### src/adc_seq_pkg.sv
// Package for the converter sequence control block.
// Assumes one 250 MHz clock and a plain register port with 16-bit data.
package adc_seq_pkg;

  // Register map (word offsets chosen for this block)
  localparam logic [3:0] ctrl_one_offset   = 4'h0;
  localparam logic [3:0] int_status_offset = 4'h1;
  localparam logic [3:0] int_mask_offset   = 4'h2;
  localparam logic [3:0] result_offset     = 4'h3;

  // Field positions of converter_control_one
  localparam int converter_on_bit  = 15;
  localparam int idle_stop_bit     = 13;
  localparam int format_lsb        = 8;
  localparam int trigger_lsb       = 5;
  localparam int auto_sample_bit   = 2;
  localparam int sample_enable_bit = 1;
  localparam int done_bit          = 0;
  localparam logic [15:0] ctrl_write_mask = 16'ha3e6;
  localparam logic [15:0] ctrl_reset      = 16'h0000;

  // Conversion length in cycles
  localparam logic [3:0] convert_cycles = 4'hc;

  // Interrupt status bits
  localparam int irq_done_bit    = 0;
  localparam int irq_trigger_bit = 1;

  typedef enum logic [1:0] {
    fmt_uint  = 2'b00,
    fmt_sint  = 2'b01,
    fmt_frac  = 2'b10,
    fmt_sfrac = 2'b11
  } format_type;

  typedef enum logic [2:0] {
    trig_manual = 3'b000,
    trig_pin    = 3'b001,
    trig_timer  = 3'b010,
    trig_charge = 3'b110
  } trigger_type;

  typedef enum logic [1:0] {
    st_off     = 2'b00,
    st_sample  = 2'b01,
    st_convert = 2'b10,
    st_hold    = 2'b11
  } phase_type;

  typedef struct packed {
    logic        write;
    logic        read;
    logic [3:0]  addr;
    logic [15:0] wdata;
  } reg_req_type;

  typedef struct packed {
    logic        converter_on;
    logic        idle_stop;
    format_type  output_format;
    logic [2:0]  trigger_source_select;
    logic        auto_sample;
    logic        sample_enable;
    logic        done;
    phase_type   phase;
    logic [3:0]  count;
    logic [9:0]  result_buffer_word;
    logic [1:0]  irq_status;
    logic [1:0]  irq_mask;
    logic [15:0] rdata;
    logic [1:0]  pin_sync;
    logic        pin_last;
  } state_type;

endpackage

### src/adc_sequence_control.sv
// Converter control register, sample/convert sequencing and result format.
// Assumes trigger strobes from the timer and charge unit are on clk;
// the external pin is asynchronous. The analog core returns one sample.
module adc_sequence_control
  import adc_seq_pkg::*;
(
  // Clock and reset
  input  wire logic        clk,
  input  wire logic        nrst,
  // Register port
  input  wire logic [3:0]  addr,
  input  wire logic [15:0] wdata,
  input  wire logic        write,
  input  wire logic        read,
  output logic      [15:0] rdata,
  // System and trigger inputs
  input  wire logic        cpu_idle,
  input  wire logic        timer_match,
  input  wire logic        charge_event,
  input  wire logic        trigger_pin,
  // Analog core
  input  wire logic [9:0]  sample_value,
  output logic             sampling,
  // Outputs
  output logic      [15:0] result,
  output logic             irq
);

  state_type   s;
  state_type   next_s;
  reg_req_type req;

  assign req = '{write: write, read: read, addr: addr, wdata: wdata};

  ////////////////////////////////////////////////////////////////////////////
  function automatic logic [15:0] format_result(input format_type f, input logic [9:0] v);
    case (f)
      fmt_uint:  format_result = {6'h00, v};
      fmt_sint:  format_result = {{6{~v[9]}}, ~v[9], v[8:0]};
      fmt_frac:  format_result = {v, 6'h00};
      fmt_sfrac: format_result = {~v[9], v[8:0], 6'h00};
      default:   format_result = 16'h0000;
    endcase
  endfunction

  function automatic logic [15:0] ctrl_word(input state_type st);
    ctrl_word = {st.converter_on, 1'b0, st.idle_stop, 3'h0, st.output_format,
                 st.trigger_source_select, 2'h0, st.auto_sample, st.sample_enable, st.done};
  endfunction

  ////////////////////////////////////////////////////////////////////////////
  logic halted;
  logic pin_edge;
  logic fire;
  logic armed;
  logic starting;
  logic ctrl_write;

  assign halted     = s.idle_stop && cpu_idle;
  assign pin_edge   = s.pin_sync[1] && !s.pin_last;
  assign armed      = s.converter_on && !halted && s.phase == st_sample;
  assign starting   = armed && fire;
  assign ctrl_write = write && addr == ctrl_one_offset;

  always_comb begin
    case (s.trigger_source_select)
      trig_charge: fire = charge_event;
      trig_timer:  fire = timer_match;
      trig_pin:    fire = pin_edge;
      default:     fire = 1'b0;
    endcase
  end

  always_comb begin
    next_s          = s;
    next_s.pin_sync = {s.pin_sync[0], trigger_pin};
    next_s.pin_last = s.pin_sync[1];
    next_s.rdata    = 16'h0000;

    if (req.read) begin
      case (req.addr)
        ctrl_one_offset:   next_s.rdata = ctrl_word(s);
        int_status_offset: next_s.rdata = {14'h0000, s.irq_status};
        int_mask_offset:   next_s.rdata = {14'h0000, s.irq_mask};
        result_offset:     next_s.rdata = format_result(s.output_format, s.result_buffer_word);
        default:           next_s.rdata = 16'h0000;
      endcase
    end

    if (req.write && req.addr == ctrl_one_offset) begin
      next_s.converter_on          = req.wdata[converter_on_bit];
      next_s.idle_stop             = req.wdata[idle_stop_bit];
      next_s.output_format         = format_type'(req.wdata[format_lsb +: 2]);
      next_s.trigger_source_select = req.wdata[trigger_lsb +: 3];
      next_s.auto_sample           = req.wdata[auto_sample_bit];
      next_s.done                  = req.wdata[done_bit];
      if (req.wdata[sample_enable_bit] && s.phase == st_hold)
        next_s.phase = st_sample;
    end
    if (req.write && req.addr == int_mask_offset)
      next_s.irq_mask = req.wdata[1:0];
    // Clears come before the sequence so a same-cycle event wins
    if (req.write && req.addr == int_status_offset)
      next_s.irq_status = s.irq_status & ~req.wdata[1:0];

    if (!s.converter_on) begin
      next_s.phase = (next_s.converter_on && next_s.auto_sample) ? st_sample : st_hold;
      next_s.result_buffer_word = 10'h000;
    end else if (!next_s.converter_on) begin
      next_s.phase              = st_off;
      next_s.result_buffer_word = 10'h000;
    end else if (!halted) begin
      case (s.phase)
        st_sample: begin
          if (fire) begin
            next_s.phase = st_convert;
            next_s.count = convert_cycles;
            // Done stands until the next conversion starts or a control write clears it
            next_s.done  = 1'b0;
            next_s.irq_status[irq_trigger_bit] = 1'b1;
          end
        end
        st_convert: begin
          if (s.count == 4'h1) begin
            next_s.result_buffer_word = sample_value;
            next_s.done = 1'b1;
            next_s.irq_status[irq_done_bit] = 1'b1;
            next_s.phase = next_s.auto_sample ? st_sample : st_hold;
          end else begin
            next_s.count = s.count - 4'h1;
          end
        end
        st_hold, st_off: ;
        default: next_s.phase = st_hold;
      endcase
    end
    if (req.write && req.addr == ctrl_one_offset && !req.wdata[sample_enable_bit]
        && s.phase == st_sample)
      next_s.phase = st_hold;
    next_s.sample_enable = (next_s.phase == st_sample);
  end

  always_ff @(posedge clk or negedge nrst) begin
    if (!nrst) begin
      s <= '0;
    end else begin
      s <= next_s;
    end
  end

  assign rdata    = s.rdata;
  assign sampling = s.sample_enable;
  assign result   = format_result(s.output_format, s.result_buffer_word);
  assign irq      = |(s.irq_status & s.irq_mask);
endmodule // adc_sequence_control

### config.mk
export PLATFORM = sky130hd
export DESIGN_NAME = adc_sequence_control
export DESIGN_NICKNAME = d
export VERILOG_FILES = /design/src/adc_seq_pkg.sv /design/src/adc_sequence_control.sv
export SDC_FILE = /design/constraint.sdc
export NUM_CORES = 1
export LEC_CHECK = 0
export BUFFER_PORTS_ARGS = -buffer_cell sky130_fd_sc_hd__buf_2
export CORE_MARGIN = 2
export CORE_UTILIZATION = 56
export DETAILED_ROUTE_END_ITERATION = 7
export GPL_ROUTABILITY_DRIVEN = 0
export GPL_TIMING_DRIVEN = 0
export PLACE_DENSITY = 0.82
export SYNTH_ARGS = -nofsm -noshare
export SYNTH_HDL_FRONTEND = slang
export SYNTH_SLANG_ARGS = --single-unit
### constraint.sdc
create_clock -name clk -period 3.3 [get_ports clk]
set_clock_uncertainty 0.15 [all_clocks]
set_input_delay 0.33 -clock clk [delete_from_list [all_inputs] [get_ports clk]]
set_output_delay 0.33 -clock clk [all_outputs]
set_load 0.05 [all_outputs]
==> run summary <==
OUTCOME
----------------------------------------------------------------------------------------
Result of the run ......................................................... complete, no violations

ROUTING
----------------------------------------------------------------------------------------
Iteration-0 DRC count of the detailed router ..............................          137
1st-pass router iterations ................................................            4
Vias per inst .............................................................         5.56
Drc violations ............................................................            0
Total wirelength of the detailed-routed design ............................      5700 um
Post-detailed-route wirelength per cell ...................................      15.5 um
Post-detailed-route count of antenna-violating nets .......................            0
Routed via count ..........................................................        2,042

FINAL LAYOUT
----------------------------------------------------------------------------------------
Number of fill cells ......................................................          349
Share of cells above drive strength 1 .....................................        0.352
Layout Utilization ........................................................        0.694
Nets@finish ...............................................................          357
Inserted Diodes ...........................................................            0
Relative area change from synthesis to final layout .......................        19.6%
Post-route non-filler standard cell count .................................          367

PWR
----------------------------------------------------------------------------------------
Leakage power of the design ...............................................      1.59 nW
Power consumption .........................................................      1.82 mW
P per Cell Area ...........................................................  605 mW/mm^2
Int Power .................................................................      1.11 mW
Sw Ratio ..................................................................        0.390
Sequential Power Share ....................................................        0.426
VDD IR max ................................................................     0.317 mV
Switching Power ...........................................................     0.709 mW
Portion of total power attributed to combinational logic ..................        0.369
Relative contribution of the clock network to total power .................        0.205

STA
----------------------------------------------------------------------------------------
Time the worst path needs with I/O delays and setup .......................      2.42 ns
RSZ-0062 raised after global routing ......................................        false
Final setup TNS ...........................................................         0 ns
Number of failing hold endpoints at the final stage .......................            0
Final-layout worst hold slack .............................................    0.0626 ns
Slew at the pin closest to its max-slew limit .............................      1.07 ns
Final-report setup violation count ........................................            0
Maximum operating frequency ...............................................    0.414 GHz
Portion of the clock cycle consumed by the worst path in the final layout .        0.732
Slew Viols, Final .........................................................            0
Rel. slew slack ...........................................................        0.285

WORST SETUP PATH
----------------------------------------------------------------------------------------
Worst r2r path cells ......................................................            7
Capturing element type of the critical path ...............................  output port
Required time worst endpoint ..............................................      2.82 ns
Arrival time at the worst endpoint ........................................      1.94 ns
Register-to-register setup slack ..........................................      1.30 ns
Worst path slowest cell ................................................... sky130_fd_sc_hd__dfrtp_1
Critical Path Max Stage Delay .............................................      0.41 ns
Critical path's top delay family .......................................... buffers and inverters
List of cells traversed by the critical path .............................. buf_1, clkbuf_1, a21o_1, buf_2
Kind of start point of the critical path ..................................    flip-flop
Crit path max fanout ......................................................           10
Critical path class ....................................................... flip-flop to output port
Start of the worst register-to-register path .............................. s[37]$_DFF_PN0_
Endpoint of the worst-slack reg-to-reg timing path ........................ s[35]$_DFFE_PN0P_
Number of buffers and inverters on the critical path ......................            3

SYNTH
----------------------------------------------------------------------------------------
Cells after Synth .........................................................          242
Seq/Total Area, Yosys .....................................................        0.488
EDFF count, synth .........................................................            0
Cell variety after synth ..................................................           46
Fraction of synthesized cell area taken by the top area cell type .........        0.488
Number of nets produced by synthesis ......................................          285
Number of synthesized register bits .......................................           49
Average cell area after synthesis .........................................    10.4 um^2
Flip-flop cell with the highest count after synthesis ..................... sky130_fd_sc_hd__dfrtp_1
Synth area leader ......................................................... sky130_fd_sc_hd__dfrtp_1
Ys Warns ..................................................................            0
Share of synthesized flip-flops with an asynchronous set or reset .........         1.00
Cell area after synthesis ................................................. 0.00251 mm^2
Top cells by area, synth .................................................. sky130_fd_sc_hd__dfrtp_1 (49%), sky130_fd_sc_hd__mux2i_1 (5.2%), sky130_fd_sc_hd__buf_4 (4.8%), sky130_fd_sc_hd__mux2_2 (4.5%), sky130_fd_sc_hd__nor2_1 (3.3%)

PLACE
----------------------------------------------------------------------------------------
Port buffer count .........................................................           64
Estimated wirelength of the detail-placed design ..........................      4270 um
Number of placed instances, taps included .................................          358

FLOORPLANNING
----------------------------------------------------------------------------------------
Num ports .................................................................           72
Effective utilization at floorplan ........................................        0.581
Count of standard-cell rows ...............................................           24
Core box area ............................................................. 0.00432 mm^2
Full die area ............................................................. 0.00504 mm^2
Die height ................................................................      71.0 um
Die W .....................................................................      71.0 um

GLOBAL ROUTING
----------------------------------------------------------------------------------------
Overflow after GRT ........................................................            0
Total GRT Usage ...........................................................        0.243
Global-route wire length before repair ....................................      9530 um
Maximum number of pins on one net before global-route repair ..............           50
Number of antenna violations at the first check in global routing .........            0
Via count of the first global-routing pass ................................        1,986

CLOCKING
----------------------------------------------------------------------------------------
Setup Fix Bufs, Post-CTS ..................................................            0
Clock tree root driver cell ............................................... sky130_fd_sc_hd__clkbuf_8
Maximum buffer depth of the clock tree ....................................            2
Number of levels the H-tree was split into ................................            2
Total clock buffers created by CTS ........................................            5
Number of gates given a new drive strength after cts ......................            0
Hold-fix buffers at CTS ...................................................            1
Number of clock sinks .....................................................           49
TritonCTS clock tree ......................................................          yes
Clk pin slew, worst setup/hold paths ......................................      0.09 ns
Skew-Pair Late Insertion Delay ............................................      0.30 ns

RUN
----------------------------------------------------------------------------------------
# Max-Cap Violations ......................................................            0

HOLD PATH
----------------------------------------------------------------------------------------
HP Class .................................................................. input port to asynchronous set/reset pin

-- worst register-to-register path, stage by stage, from the launching register on --
cell                      delay [ns]
sky130_fd_sc_hd__dfrtp_1        0.39
sky130_fd_sc_hd__inv_1          0.08
sky130_fd_sc_hd__ha_1           0.30
sky130_fd_sc_hd__a21oi_1        0.31
sky130_fd_sc_hd__and3_1         0.21
sky130_fd_sc_hd__buf_2          0.15
sky130_fd_sc_hd__o21ai_0        0.10
sky130_fd_sc_hd__a22o_2         0.21
-- placed cells by master, fill, tap and decap left out, types with 2 or more instances in the layout --
| cell | count |
|---|---|
| sky130_fd_sc_hd__nor2b_1 | 12 |
| sky130_fd_sc_hd__nor2_1 | 22 |
| sky130_fd_sc_hd__a31oi_1 | 2 |
| sky130_fd_sc_hd__buf_2 | 68 |
| sky130_fd_sc_hd__ha_1 | 5 |
| sky130_fd_sc_hd__a22oi_1 | 8 |
| sky130_fd_sc_hd__nor3b_1 | 2 |
| sky130_fd_sc_hd__inv_1 | 8 |
| sky130_fd_sc_hd__and2_1 | 2 |
| sky130_fd_sc_hd__buf_4 | 16 |
| sky130_fd_sc_hd__a22o_2 | 2 |
| sky130_fd_sc_hd__mux2_2 | 10 |
| sky130_fd_sc_hd__o211ai_1 | 2 |
| sky130_fd_sc_hd__a21oi_1 | 3 |
| sky130_fd_sc_hd__clkbuf_8 | 6 |
| sky130_fd_sc_hd__a21o_1 | 5 |
| sky130_fd_sc_hd__a211oi_1 | 2 |
| sky130_fd_sc_hd__nand3_1 | 12 |
| sky130_fd_sc_hd__a41oi_1 | 2 |
| sky130_fd_sc_hd__nand2_1 | 16 |
| sky130_fd_sc_hd__a311oi_1 | 3 |
| sky130_fd_sc_hd__clkbuf_1 | 4 |
| sky130_fd_sc_hd__nand2b_1 | 4 |
| sky130_fd_sc_hd__o21ai_0 | 11 |
| sky130_fd_sc_hd__mux2i_1 | 13 |
| sky130_fd_sc_hd__dfrtp_1 | 49 |
| sky130_fd_sc_hd__nand3b_1 | 3 |
-- power groups by stage --
| stage | sequential [mW] | combinational (mW) | clock [mW] |
|---|---|---|---|
| floorplan | 0.774 | 0.495 | 0 |
| finish | 0.773 | 0.670 | 0.373 |
| CTS | 0.772 | 0.668 | 0.380 |
| global route | 0.787 | 0.739 | 0.401 |
| detailed placement | 0.783 | 0.665 | 0 |
| global placement | 0.776 | 0.649 | 0 |
-- per-stage QoR --
stage	area (um^2)	worst slack, ns
CTS	3000	0.889
global placement	2900	1.16
finish	3000	0.884
floorplan	2510	1.02
detailed placement	2900	1.13
global route	3000	0.752
-- synthesized netlist by cell type (all sizes together), types with 2 or more instances --
master,n
dfrtp,49
nor2,23
buf,21
nand2,16
mux2i,13
nor2b,13
nand3,12
o21ai,12
mux2,10
a22oi,8
inv,8
a21o,5
ha,5
clkbuf,4
nand2b,4
a21oi,3
a22o,3
a311oi,3
nand3b,3
nor3b,3
a211oi,2
a31oi,2
a41oi,2
and2,2
o211ai,2
o22ai,2
-- worst max path at each step --
stage	slack, ns	endpoint	depth (start not counted)	start
2_1_floorplan	1.02	rdata[9]$_DFF_PN0_	4	s[46]$_DFFE_PN0N_
3_3_place_gp	1.16	s[30]$_DFFE_PN0P_	6	addr[3]
3_5_place_dp	1.13	s[25]$_DFFE_PN0P_	6	addr[3]
4_1_cts	0.89	result[11]	4	s[46]$_DFFE_PN0N_
5_1_grt	0.75	result[11]	4	s[46]$_DFFE_PN0N_
6_report	0.88	result[11]	4	s[46]$_DFFE_PN0N_
-- sequential cells by signal, summed over array words and instances, names as in the netlist --
signal    cells
next_s        2
rdata        16
s            30
sampling      1
-- final cells by class --
| class | count | area (um^2) | area share |
|---|---|---|---|
| buffer | 25 | 159 | 0.0529 |
| inverter | 8 | 30.0 | 0.0100 |
| timing repair buffer | 65 | 330 | 0.110 |
| clock inverter | 2 | 13.8 | 0.00458 |
| multi-input combinational | 160 | 1100 | 0.365 |
| clock buffer | 6 | 82.6 | 0.0275 |
| tap | 52 | 65.1 | 0.0217 |
| sequential | 49 | 1230 | 0.408 |
-- layer usage --
layer / GRT usage / wire [um]
met1: 0.320 / 2430
met2: 0.401 / 2810
met3: 0.0641 / 382
met4: 0.0692 / 82
met5: 0 / 0
-- cell families (layout without fill, tap and decap cells) --
family / after synthesis / after routing / share of synthesized area
buf+inv: 33 / 106 / 0.0752
xor+xnor: 1 / 1 / 0.00349
compound gates: 47 / 47 / 0.132
flops: 49 / 49 / 0.488
fa+ha+maj: 5 / 5 / 0.0249
mux: 23 / 23 / 0.0967
simple gates: 84 / 84 / 0.179
Power figures use the tool's default switching activity.
